**config.mk**
```make
export PLATFORM = sky130hd
export DESIGN_NAME = async_memory_strobe_sequencer
export DESIGN_NICKNAME = d
export VERILOG_FILES = /design/src/verilog/amem_pkg.sv /design/src/verilog/async_memory_strobe_sequencer.sv
export SDC_FILE = /design/constraint.sdc
export NUM_CORES = 1
export LEC_CHECK = 0
export ABC_AREA = 0
export BUFFER_PORTS_ARGS = -buffer_cell sky130_fd_sc_hd__buf_4
export CAP_MARGIN = 5
export CORE_MARGIN = 2
export CORE_UTILIZATION = 40
export CTS_BUF_LIST = sky130_fd_sc_hd__clkbuf_16
export DETAILED_ROUTE_END_ITERATION = 8
export PLACE_DENSITY = 0.63
export SLEW_MARGIN = 20
export SYNTH_ARGS = -nofsm -noshare
export SYNTH_HDL_FRONTEND = slang
export SYNTH_SLANG_ARGS = --single-unit
```
**constraint.sdc**
```tcl
create_clock -name sys_clk -period 4.05 [get_ports sys_clk]
set_input_delay 0.6075 -clock sys_clk [delete_from_list [all_inputs] [get_ports sys_clk]]
set_output_delay 0.6075 -clock sys_clk [all_outputs]
set_load 0.01 [all_outputs]
```
**src/verilog/amem_pkg.sv**
```systemverilog
package amem_pkg;
    // ----------------------------------------
    // register offsets (byte addresses)
    // ----------------------------------------
    localparam logic [7:0] OFS_CTRL = 8'h00;
    localparam logic [7:0] OFS_BANK0 = 8'h04;
    localparam logic [7:0] OFS_BANK1 = 8'h08;
    localparam logic [7:0] OFS_ADDR = 8'h0c;
    localparam logic [7:0] OFS_WDATA = 8'h10;
    localparam logic [7:0] OFS_CMD = 8'h14;
    localparam logic [7:0] OFS_RDATA = 8'h18;
    localparam logic [7:0] OFS_STATUS = 8'h1c;
    // ----------------------------------------
    // field positions
    // ----------------------------------------
    localparam int CTRL_ASYNC_BIT = 0;
    localparam int CTRL_TURN_BIT = 1;
    localparam int CMD_WRITE_BIT = 0;
    localparam int CMD_BANK_BIT = 1;
    localparam int STAT_BUSY_BIT = 0;
    localparam int STAT_STALL_BIT = 1;
    localparam int STAT_LASTWR_BIT = 2;
    localparam int ADDR_W = 24;
    localparam int DATA_W = 8;
    localparam int TIMING_W = 14;
    // ----------------------------------------
    // reset values
    // ----------------------------------------
    localparam logic [1:0] CTRL_RST = 2'h0;
    localparam logic [13:0] BANK_RST = 14'h0001;
    // ----------------------------------------
    // timing: MEM_DIV in sys_clk cycles, the rest in memory clock ticks
    // ----------------------------------------
    localparam logic [7:0] MEM_DIV = 8'h02;
    localparam logic [7:0] TURN_READ = 8'h03;
    localparam logic [7:0] TURN_R2W = 8'h04;
    localparam logic [7:0] TURN_W2W = 8'h01;
    localparam logic [7:0] TURN_W2R = 8'h03;
    localparam logic [7:0] GAP_FREE = 8'hff;
    // per-bank timing: idle, read hold, write hold, wait states
    typedef struct packed {
        logic [2:0] idleSpan;
        logic [2:0] readHoldSpan;
        logic [2:0] holdSpan;
        logic [4:0] waitStates;
    } bank_timing_t;
    typedef enum logic [1:0] {RESP_OKAY = 2'h0, RESP_SLVERR = 2'h2} axi_resp_t;
endpackage : amem_pkg

```
**src/verilog/async_memory_strobe_sequencer.sv**
```systemverilog
module async_memory_strobe_sequencer
    import amem_pkg::*;
(
    // clock and reset
    input wire logic sys_clk,
    input wire logic nrst,
    // axi4-lite write address and data
    input wire logic [7:0] awaddr,
    input wire logic awvalid,
    output logic awready,
    input wire logic [31:0] wdata,
    input wire logic [3:0] wstrb,
    input wire logic wvalid,
    output logic wready,
    output logic [1:0] bresp,
    output logic bvalid,
    input wire logic bready,
    // axi4-lite read
    input wire logic [7:0] araddr,
    input wire logic arvalid,
    output logic arready,
    output logic [31:0] rdata,
    output logic [1:0] rresp,
    output logic rvalid,
    input wire logic rready,
    // memory pins
    output logic [1:0] bank_select_n,
    output logic read_strobe_n,
    output logic write_strobe_n,
    input wire logic memory_acknowledge,
    output logic [ADDR_W-1:0] memAddr,
    output logic [DATA_W-1:0] memDataOut,
    output logic memDataOe,
    input wire logic [DATA_W-1:0] memDataIn
);
    typedef enum {ST_IDLE, ST_GAP, ST_SELECT, ST_STROBE, ST_HOLD, ST_RELEASE} seq_state_t;

    logic [1:0] ctrl_r;
    bank_timing_t bank_r [2];
    logic [ADDR_W-1:0] addrReg_r;
    logic [DATA_W-1:0] wdataReg_r, rdataReg_r;
    logic [7:0] awAddr_r, divCnt_r, cnt_r, sinceRise_r, gapNeed;
    logic [31:0] wData_r;
    logic [3:0] wStrb_r;
    logic [2:0] ackSync_r;
    logic awHeld_r, wHeld_r, doWrite, startCmd, tick, ackLevel_r;
    seq_state_t state_r;
    logic busy_r, curWrite_r, curBank_r, prevWrite_r, prevBank_r, stall_r;
    logic pendWrite_r, pendBank_r;
    // ----------------------------------------
    // axi4-lite slave
    // ----------------------------------------
    assign awready = !awHeld_r && !bvalid;
    assign wready = !wHeld_r && !bvalid;
    assign arready = !rvalid;
    assign doWrite = awHeld_r && wHeld_r && !bvalid;

    // hold address and data until both have arrived
    always_ff @(posedge sys_clk or negedge nrst) begin
        if (!nrst) begin
            {awHeld_r, wHeld_r} <= 2'h0;
            awAddr_r <= 8'h00;
            wData_r <= 32'h0000_0000;
            wStrb_r <= 4'h0;
        end else begin
            if (awvalid && awready) begin
                awHeld_r <= 1'b1;
                awAddr_r <= awaddr;
            end else if (doWrite) begin
                awHeld_r <= 1'b0;
            end
            if (wvalid && wready) begin
                wHeld_r <= 1'b1;
                wData_r <= wdata;
                wStrb_r <= wstrb;
            end else if (doWrite) begin
                wHeld_r <= 1'b0;
            end
        end
    end

    // write response one cycle after both halves are in
    always_ff @(posedge sys_clk or negedge nrst) begin
        if (!nrst) begin
            bvalid <= 1'b0;
            bresp <= RESP_OKAY;
        end else if (doWrite) begin
            bvalid <= 1'b1;
            bresp <= (awAddr_r <= OFS_CMD && awAddr_r[1:0] == 2'h0) ? RESP_OKAY : RESP_SLVERR;
        end else if (bready) begin
            bvalid <= 1'b0;
        end
    end

    // register writes; only low bytes matter for the narrow fields
    always_ff @(posedge sys_clk or negedge nrst) begin
        if (!nrst) begin
            ctrl_r <= CTRL_RST;
            bank_r <= '{BANK_RST, BANK_RST};
            addrReg_r <= 24'h000000;
            wdataReg_r <= 8'h00;
        end else if (doWrite) begin
            case (awAddr_r)
                OFS_CTRL: if (wStrb_r[0]) ctrl_r <= wData_r[1:0];
                OFS_BANK0: begin
                    if (wStrb_r[0]) bank_r[0][7:0] <= wData_r[7:0];
                    if (wStrb_r[1]) bank_r[0][13:8] <= wData_r[13:8];
                end
                OFS_BANK1: begin
                    if (wStrb_r[0]) bank_r[1][7:0] <= wData_r[7:0];
                    if (wStrb_r[1]) bank_r[1][13:8] <= wData_r[13:8];
                end
                OFS_ADDR: begin
                    if (wStrb_r[0]) addrReg_r[7:0] <= wData_r[7:0];
                    if (wStrb_r[1]) addrReg_r[15:8] <= wData_r[15:8];
                    if (wStrb_r[2]) addrReg_r[23:16] <= wData_r[23:16];
                end
                OFS_WDATA: if (wStrb_r[0]) wdataReg_r <= wData_r[7:0];
                default: ;
            endcase
        end
    end
    // command write starts an access only when idle and in async mode
    assign startCmd = doWrite && awAddr_r == OFS_CMD && wStrb_r[0] && !busy_r
        && ctrl_r[CTRL_ASYNC_BIT];

    // register reads
    always_ff @(posedge sys_clk or negedge nrst) begin
        if (!nrst) begin
            rvalid <= 1'b0;
            rdata <= 32'h0000_0000;
            rresp <= RESP_OKAY;
        end else if (arvalid && arready) begin
            rvalid <= 1'b1;
            rresp <= RESP_OKAY;
            case (araddr)
                OFS_CTRL: rdata <= {30'h0, ctrl_r};
                OFS_BANK0: rdata <= {18'h0, bank_r[0]};
                OFS_BANK1: rdata <= {18'h0, bank_r[1]};
                OFS_ADDR: rdata <= {8'h0, addrReg_r};
                OFS_WDATA: rdata <= {24'h0, wdataReg_r};
                OFS_CMD: rdata <= {30'h0, pendBank_r, pendWrite_r};
                OFS_RDATA: rdata <= {24'h0, rdataReg_r};
                OFS_STATUS: rdata <= {29'h0, prevWrite_r, stall_r, busy_r};
                default: begin
                    rdata <= 32'h0000_0000;
                    rresp <= RESP_SLVERR;
                end
            endcase
        end else if (rready) begin
            rvalid <= 1'b0;
        end
    end
    // ----------------------------------------
    // memory clock enable and acknowledge sync
    // ----------------------------------------
    always_ff @(posedge sys_clk or negedge nrst) begin
        if (!nrst) begin
            divCnt_r <= 8'h00;
        end else begin
            divCnt_r <= (divCnt_r == MEM_DIV - 8'h01) ? 8'h00 : divCnt_r + 8'h01;
        end
    end
    assign tick = (divCnt_r == MEM_DIV - 8'h01);
    // three stages, level taken when the last two agree
    always_ff @(posedge sys_clk or negedge nrst) begin
        if (!nrst) begin
            {ackSync_r, ackLevel_r} <= 4'hf;
        end else begin
            ackSync_r <= {ackSync_r[1:0], memory_acknowledge};
            if (ackSync_r[1] == ackSync_r[2]) ackLevel_r <= ackSync_r[2];
        end
    end
    // ----------------------------------------
    // turnaround gap from last strobe rise
    // ----------------------------------------
    function automatic logic [7:0] maxOf(input logic [7:0] a, input logic [7:0] b);
        maxOf = (a > b) ? a : b;
    endfunction : maxOf
    always_comb begin
        logic [7:0] rh, ic, hd;
        rh = {5'h0, bank_r[prevBank_r].readHoldSpan};
        ic = {5'h0, bank_r[pendBank_r].idleSpan};
        hd = {5'h0, bank_r[prevBank_r].holdSpan};
        if (prevWrite_r) begin
            gapNeed = hd + (pendWrite_r ? TURN_W2W : TURN_W2R);
        end else if (pendWrite_r) begin
            gapNeed = rh + maxOf(ic, TURN_R2W);
        end else if (!ctrl_r[CTRL_TURN_BIT]) begin
            gapNeed = (pendBank_r == prevBank_r) ? rh : rh + ic;
        end else begin
            gapNeed = (pendBank_r == prevBank_r) ? rh + TURN_READ
                : rh + maxOf(ic, TURN_READ);
        end
    end
    // ticks since the last strobe rise, saturating
    always_ff @(posedge sys_clk or negedge nrst) begin
        if (!nrst) begin
            sinceRise_r <= GAP_FREE;
        end else if (tick) begin
            if (state_r == ST_STROBE) sinceRise_r <= 8'h00;
            else if (sinceRise_r != GAP_FREE) sinceRise_r <= sinceRise_r + 8'h01;
        end
    end
    // ----------------------------------------
    // access sequencer
    // ----------------------------------------
    always_ff @(posedge sys_clk or negedge nrst) begin
        if (!nrst) begin
            state_r <= ST_IDLE;
            {busy_r, pendWrite_r, pendBank_r, curWrite_r, curBank_r} <= 5'h00;
            {prevWrite_r, prevBank_r, stall_r} <= 3'h0;
            cnt_r <= 8'h00;
            bank_select_n <= 2'h3;
            {read_strobe_n, write_strobe_n} <= 2'h3;
            memAddr <= 24'h000000;
            memDataOut <= 8'h00;
            memDataOe <= 1'b0;
            rdataReg_r <= 8'h00;
        end else begin
            if (startCmd) begin
                busy_r <= 1'b1;
                pendWrite_r <= wData_r[CMD_WRITE_BIT];
                pendBank_r <= wData_r[CMD_BANK_BIT];
                state_r <= ST_GAP;
            end
            if (tick) begin
                case (state_r)
                    ST_IDLE: ;
                    ST_GAP: begin
                        if (sinceRise_r >= gapNeed) begin
                            curWrite_r <= pendWrite_r;
                            curBank_r <= pendBank_r;
                            memAddr <= addrReg_r;
                            bank_select_n <= pendBank_r ? 2'h1 : 2'h2;
                            state_r <= ST_SELECT;
                        end
                    end
                    ST_SELECT: begin
                        // strobe one tick after select
                        read_strobe_n <= curWrite_r;
                        write_strobe_n <= !curWrite_r;
                        memDataOut <= wdataReg_r;
                        memDataOe <= curWrite_r;
                        cnt_r <= maxOf({3'h0, bank_r[curBank_r].waitStates}, 8'h01);
                        state_r <= ST_STROBE;
                    end
                    ST_STROBE: begin
                        stall_r <= (cnt_r <= 8'h01) && !ackLevel_r;
                        if (cnt_r > 8'h01) begin
                            cnt_r <= cnt_r - 8'h01;
                        end else if (ackLevel_r) begin
                            read_strobe_n <= 1'b1;
                            write_strobe_n <= 1'b1;
                            if (!curWrite_r) rdataReg_r <= memDataIn;
                            cnt_r <= curWrite_r ? {5'h0, bank_r[curBank_r].holdSpan}
                                : {5'h0, bank_r[curBank_r].readHoldSpan};
                            prevWrite_r <= curWrite_r;
                            prevBank_r <= curBank_r;
                            state_r <= ST_HOLD;
                        end
                    end
                    ST_HOLD: begin
                        // select, address and data stay put
                        if (cnt_r != 8'h00) begin
                            cnt_r <= cnt_r - 8'h01;
                        end else begin
                            bank_select_n <= 2'h3;
                            state_r <= curWrite_r ? ST_RELEASE : ST_IDLE;
                            busy_r <= curWrite_r;
                        end
                    end
                    ST_RELEASE: begin
                        memDataOe <= 1'b0;
                        busy_r <= 1'b0;
                        state_r <= ST_IDLE;
                    end
                    default: state_r <= ST_IDLE;
                endcase
            end
        end
    end
endmodule : async_memory_strobe_sequencer

```
# Word-level counts from Yosys, hierarchy flattened
# Cells that the tools add are included.
[word_totals]
mem_bits_rw = 0
out_inout_bits = 78
mem_bits_ro = 0
ff_bits = 250
in_bits = 68
mem_count = 0
elab_cells = 206
latch_bits = 0
[classes]
eq_ne = 28
n_reduce_logical = 54
n_shift = 0
multipliers = 0
order_cmp = 10
n_div = 0
n_bitwise = 5
n_mux = 57
addsub = 8
[ops]
columns = ["operator", "n"]
rows = [
  ["two-way mux 32 bit", 6],
  ["one-hot mux 24 bit (8 select lines)", 1],
  ["one-hot mux 32 bit (5 select lines)", 1],
  ["== test 32 x 3 -> 1 bit, second input constant", 3],
  ["two-way mux 11 bit", 6],
  ["== test 32 x 2 -> 1 bit, second input constant", 2],
  ["== test 8 x 5 -> 1 bit, second input constant", 6],
  ["two-way mux 8 bit", 6],
  ["two-way mux 14 bit", 3],
  ["== test 32 x 1 -> 1 bit, second input constant", 1],
  ["== test 8 x 4 -> 1 bit, second input constant", 4],
  ["logical NOT 32 bit", 1],
  ["AND reduction 3 bit", 10],
  ["one-hot mux 8 bit (3 select lines)", 1],
  ["two-way mux 4 bit", 5],
  ["adder 8 x 1 -> 8 bit, second input constant", 2],
  ["== test 8 x 3 -> 1 bit, second input constant", 2],
  ["logical NOT 8 bit", 2],
  ["AND reduction 4 bit", 4],
  ["nonzero test 2 bit", 8],
  ["logical AND 1 bit", 13],
  ["adder 3 x 3 -> 4 bit", 3],
  ["two-way mux 1 bit", 12],
  ["two-way mux 2 bit", 6],
  ["29 further kinds", 54],
]

# Depth between registers and ports, before layout
[logic_depth]
word_depth = 15
ltp_mapped = 21
mapped_depth_nobuf = 18

# Worst setup path after synthesis
# OpenSTA, ideal clock, no wires.
[synth_path]
kind = "reg-to-reg"
start = "reg prevBank_r"
end = "reg curBank_r"
t_arrival_ns = 3.729
synth_period_minus_slack_ns = 3.847
n_path_buf = 3
stages_incl_launch_ff = 19
slack_ns = 0.203
setup_time_ns = 0.117
t_required_ns = 3.933
path_cell_list = "dfrtp_1 > clkbuf_1 > mux2i_1 > inv_1 > ha_1 > a21o_1 > a21oi_1 > o311a_1 > a311oi_1 > a21oi_1 > ha_1 > or4_1 > o21ai_0 > o21ai_0 > and3_1 > buf_2 > buf_2 > nand2_1 > nand2_1"
[synth_between]
elab_chain_cells = 11
word_cells_on_any_way = 17
classes_between = "5 x add/sub; 1 x order compare; 1 x eq/ne; 8 x mux; 1 x bitwise; 1 x reduce/logical"
[synth_lines]
columns = ["item", "line_no", "source"]
rows = [
  ["from (decl)", "async_memory_strobe_sequencer.sv:48", "logic busy_r, curWrite_r, curBank_r, prevWrite_r, prevBank_r, stall_r;"],
  ["from (signal assigned)", "async_memory_strobe_sequencer.sv:259", "prevBank_r <= curBank_r;"],
  ["inverter 1 -> 2 bit (implied by the code)", "async_memory_strobe_sequencer.sv:182, async_memory_strobe_sequencer.sv:184", ""],
  ["two-way mux 11 bit (implied by the code) (3 in a row)", "async_memory_strobe_sequencer.sv:184", "hd = {5'h0, bank_r[prevBank_r].holdSpan};"],
  ["adder 3 x 3 -> 4 bit (tied with other cells)", "async_memory_strobe_sequencer.sv:190", "gapNeed = (pendBank_r == prevBank_r) ? rh : rh + ic;"],
  ["two-way mux 4 bit (on tied branches)", "async_memory_strobe_sequencer.sv:190, async_memory_strobe_sequencer.sv:192", ""],
  ["two-way mux 4 bit", "async_memory_strobe_sequencer.sv:189", "end else if (!ctrl_r[CTRL_TURN_BIT]) begin"],
  ["two-way mux 4 bit", "async_memory_strobe_sequencer.sv:187", "end else if (pendWrite_r) begin"],
  ["two-way mux 4 bit *", "async_memory_strobe_sequencer.sv:185", "if (prevWrite_r) begin"],
  [">= comparator 8 bit *", "async_memory_strobe_sequencer.sv:231", "if (sinceRise_r >= gapNeed) begin"],
  ["AND reduction 3 bit (no source line) *", "n/a", ""],
  ["to (signal assigned)", "async_memory_strobe_sequencer.sv:233", "curBank_r <= pendBank_r;"],
  ["to (decl)", "async_memory_strobe_sequencer.sv:48", ""],
]
# Every way passes the cells marked *; elsewhere a longest branch is shown, timed or not. The select of a mux whose other input is x is not followed.
# A chain may end at the register's enable or synchronous reset.

# Worst setup path in the final report
[layout_path]
start = "reg pendBank_r"
end = "reg bank_select_n[1]"
[layout_between]
elab_chain_cells = 14
word_cells_on_any_way = 23
classes_between = "3 x add/sub; 3 x order compare; 2 x eq/ne; 13 x mux; 1 x bitwise; 1 x reduce/logical"
[layout_lines]
columns = ["item", "line_no", "source"]
rows = [
  ["from (decl)", "async_memory_strobe_sequencer.sv:49", "logic pendWrite_r, pendBank_r;"],
  ["from (signal assigned)", "async_memory_strobe_sequencer.sv:224", "pendBank_r <= wData_r[CMD_BANK_BIT];"],
  ["inverter 1 -> 2 bit (implied by the code)", "async_memory_strobe_sequencer.sv:183", "ic = {5'h0, bank_r[pendBank_r].idleSpan};"],
  ["two-way mux 14 bit (implied by the code) (3 in a row)", "async_memory_strobe_sequencer.sv:183", ""],
  ["greater-than comparator 3 x 2 -> 1 bit", "async_memory_strobe_sequencer.sv:178", "maxOf = (a > b) ? a : b;"],
  ["two-way mux 3 bit", "async_memory_strobe_sequencer.sv:178", ""],
  ["adder 3 x 3 -> 4 bit", "async_memory_strobe_sequencer.sv:193", ": rh + maxOf(ic, TURN_READ);"],
  ["two-way mux 4 bit", "async_memory_strobe_sequencer.sv:192", "gapNeed = (pendBank_r == prevBank_r) ? rh + TURN_READ"],
  ["two-way mux 4 bit", "async_memory_strobe_sequencer.sv:189", ""],
  ["two-way mux 4 bit", "async_memory_strobe_sequencer.sv:187", ""],
  ["two-way mux 4 bit", "async_memory_strobe_sequencer.sv:185", ""],
  [">= comparator 8 bit", "async_memory_strobe_sequencer.sv:231", ""],
  ["!= test 2 bit (no source line)", "n/a", ""],
  ["AND reduction 4 bit (no source line)", "n/a", ""],
  ["to (signal assigned)", "async_memory_strobe_sequencer.sv:235", "bank_select_n <= pendBank_r ? 2'h1 : 2'h2;"],
  ["to (decl)", "async_memory_strobe_sequencer.sv:27", "output logic [1:0] bank_select_n,"],
]
# Several ways; a longest one is shown, not always the timed one. The select of a mux whose other input is x is not followed.

==> key figures <==
Synthesis
  – Syn_area_per_cell: approximately 12 um2
  – Mapped Area: 11100 um2
  – Top cells by area, synth: dfrtp_1 (50%), mux2_2 (13%), dfstp_2 (4.3%), nand2_1 (4.1%), ha_1 (2.3%)
  – EDFF count, synth: 0
  – Fraction of registers with async set/reset: between 90% and 100%
  – Part of the Yosys area used for sequential elements: a little over half
  – Synth area leader: dfrtp_1
  – Synthesis warning total: 0
  – Main flop type after synthesis: dfrtp_1
  – Top cell type's share of synthesized area: between 50% and 60%
  – Synth Register Bits: 240
  – Post-Synthesis Cells: about 950
  – Yosys cell types: 65

STA
  – RSZ-0062 raised after global routing: no
  – Fmax: 0.270 GHz
  – Fin. max-slew vios: 0
  – Setup tns final: 0 ns
  – Worst slew pin tran: around 1.0 ns
  – Fin. Hold Viols: 0
  – Final setup vio count: 0
  – Min Tclk post-route: approximately 3.7 ns
  – Final worst-path cycle share: between 90 and 100%
  – Worst hold margin: roughly 0.17 ns
  – Layout Skew: around 0.010 ns
  – Relative slew slack: ~34%

Die
  – Rows: 60
  – Vert. Die Dim: between 150 and 200 um
  – I/O Pins: between 100 and 150
  – Initial core utilization: approximately 41%
  – Die X: 170 um
  – Die area: a little under 30000 um2
  – Core footprint: between 20000 and 30000 um2

Worst setup path
  – R2R depth: 19
  – CP endpoint kind: flip-flop
  – Worst endpoint data arrival time: between 4 and 5 ns
  – Startpoint Class: flip-flop
  – Slowest CP cell: dfrtp_2
  – Delay-heaviest family, CP: adder cells
  – Crit path max fanout: 27
  – Worst Setup Path Type: reg2reg
  – Stages on the worst setup path: 19
  – Worst Path Required: ~4.5 ns
  – Most used cell, CP: o21ai_0
  – WP buf/inv: 2
  – Max stage delay on crit path: 0.48 ns
  – Cells along the critical path: mux2i_2 -> nor2_1 -> nand2_1 -> ha_1 -> inv_1 -> fa_1 -> xor2_1 -> nand2_1 -> o21ai_0 -> o21ai_0 -> o21ai_0 -> ha_1 -> o21ai_0 -> or2_2 -> o21ai_1 -> and3_1 -> buf_12 -> a211oi_1 -> a21oi_1

Clocking
  – Root Buffer: clkbuf_16
  – H-tree levels: 1
  – Post-CTS setup buffers: 0
  – Inserted Clock Buffers: 27
  – TritonCTS clock tree: built
  – Worst-Skew Late Latency: around 0.53 ns
  – Clock Pin Slew Worst Setup and Hold Paths: 0.07 ns
  – # clock sinks: between 200 and 250
  – Max Root-Sink Buffers: 3
  – Hold buffers post-CTS: 0

Power and ir drop
  – PwrDens: around 560 nW/um2
  – Pleak: approximately 6.6 nW
  – Worst VDD drop: ~0.00034 V

Cells and area
  – Non-filler instance count after layout: ~1400
  – ANT cells: 0
  – Most frequent cells in the layout: dfrtp_1 (220), buf_4 (139), mux2_2 (131)
  – Area growth syn-to-layout: 20.5%
  – Layout cell share with drive strength beyond 1: 32.9%
  – Most common cell after layout, fill and taps aside: dfrtp_1
  – Final nets: 1171
  – Final Core Density: approximately half
  – Filler cells: approximately 2400

Detailed routing
  – DRT iter0 DRCs: between 500 and 600
  – DR vias: 7790
  – Via density: around 5.4
  – Drt wl/cell: 18.6 um
  – Remaining antenna violation count after routing: 0
  – Residual DRC count: 0
  – Pre-Repair DR Iteration Count: 5
  – Routed wire length: roughly 27000 um

Global route
  – Grt ovf: 0
  – First-pass GRT wire length: between 40000 and 50000 um
  – Initial antenna violation count: 0
  – Largest net degree at the start of global routing: approximately 120
  – Gr usage total: a little under a fifth
  – Vias in the first global route: roughly 7700

Place
  – Final GP Congestion: 0.849
  – Inst Count DP: ~1400
  – Hpwl dp: 18700 um
  – # port buffers: approximately 130

Status
  – Run status: finished clean

Min path
  – Worst min-delay path class: in2async

Job
  – Max-cap violation count: 0
## layer usage
metal | track usage, % | share of wire, %
met5 | 0 | 0
met1 | 26.2 | 45
met3 | 3.77 | 5.8
met4 | 5.39 | 2.5
met2 | 29.9 | 47
## sequential cells by signal, indices dropped and copies added, names as in the netlist, 2 cells and up
signal         cells
ackSync_r          3
addrReg_r         24
awAddr_r           8
bank_r            28
bank_select_n      2
cnt_r              8
ctrl_r             2
divCnt_r           8
memAddr           24
memDataOut         8
rdata             24
rdataReg_r         8
sinceRise_r        8
state_r           32
wData_r           24
wStrb_r            3
wdataReg_r         8
## Yosys cell counts, types with 3 or more instances
cell and count:
dfrtp_1 222, mux2_2 131, nand2_1 122, nor2_1 57
and3_1 36, a21oi_1 32, o21ai_0 27, clkbuf_1 26
inv_1 25, nand3_1 23, ha_1 20, dfstp_2 18
mux2i_1 17, a22o_1 12, a22oi_1 12, buf_4 12
xnor2_1 12, nor3_1 10, nor4_1 10, a31oi_1 8
buf_2 8, mux4_2 8, a221oi_1 7, o22ai_1 6
buf_1 5, o211ai_1 5, or3_1 5, xor2_1 5
a21o_1 4, fa_1 4, nand4_1 4, nor2b_1 4
and2_1 3, nor4_2 3, o21ai_1 3
## power by group
part | internal [W] | leakage (nW) | switching, W
Combinational | 0.000805 | 2.95 | 0.000881
Sequential | 0.00282 | 3.16 | 0.000397
Clock | 0.00153 | 0.465 | 0.000979
Total | 0.00516 | 6.57 | 0.00226
## final timing paths
| path | from | endpoint | slack (ns) |
|---|---|---|---|
| min in group sys_clk | memory_acknowledge | ackSync_r[0]$_DFF_PN1_ | 0.18 |
| setup reg to reg | pendBank_r$_DFFE_PN0P_ | bank_select_n[1]$_DFFE_PN1P_ | 0.34 |
| hold / removal | nrst | memAddr[0]$_DFFE_PN0P_ | 0.17 |
| setup / recovery | pendBank_r$_DFFE_PN0P_ | bank_select_n[1]$_DFFE_PN1P_ | 0.34 |
| hold reg to reg | ackSync_r[0]$_DFF_PN1_ | ackSync_r[1]$_DFF_PN1_ | 0.35 |
| max in group asynchronous | nrst | bank_r[12]$_DFFE_PN0P_ | 3.00 |
## stage by stage
stage	total power (W)	worst slack, ns	instance area, um2
6_report	0.00741	0.345	13300
5_1_grt	0.00781	0.00657	13300
4_1_cts	0.00748	0.0858	13300
3_5_place_dp	0.00495	0.104	12400
3_3_place_gp	0.00490	0.174	12400
2_1_floorplan	0.00428	0.203	11100
## layout make-up
type | instances | area [um2] | area share [%]
clock buffers | 27 | 676 | 5.07
well taps | 341 | 427 | 3.20
flip-flops and latches | 240 | 6030 | 45.2
inverters | 25 | 93.8 | 0.704
repair buffers | 144 | 1140 | 8.54
multi-input cells | 641 | 4730 | 35.5
clock inverters | 22 | 231 | 1.74
## repair_timing
action | in CTS | in global routing
endpoints found under the hold margin | 0 | 0
gates resized for setup | 0 | 6
setup endpoints to repair | 0 | 28
## logic make-up (layout without fill, tap and decap cells)
logic type,count (synthesis),count (layout),share of synthesized area (%)
compound gates,132,132,7.94
buf+inv,77,218,3.18
mux,156,156,16.5
other cells,1,10,0.0339
xor+xnor,17,17,1.35
flops,240,240,54.5
fa+ha+maj,25,25,3.08
simple gates,301,301,13.4
(Power assumes the default switching activity.)
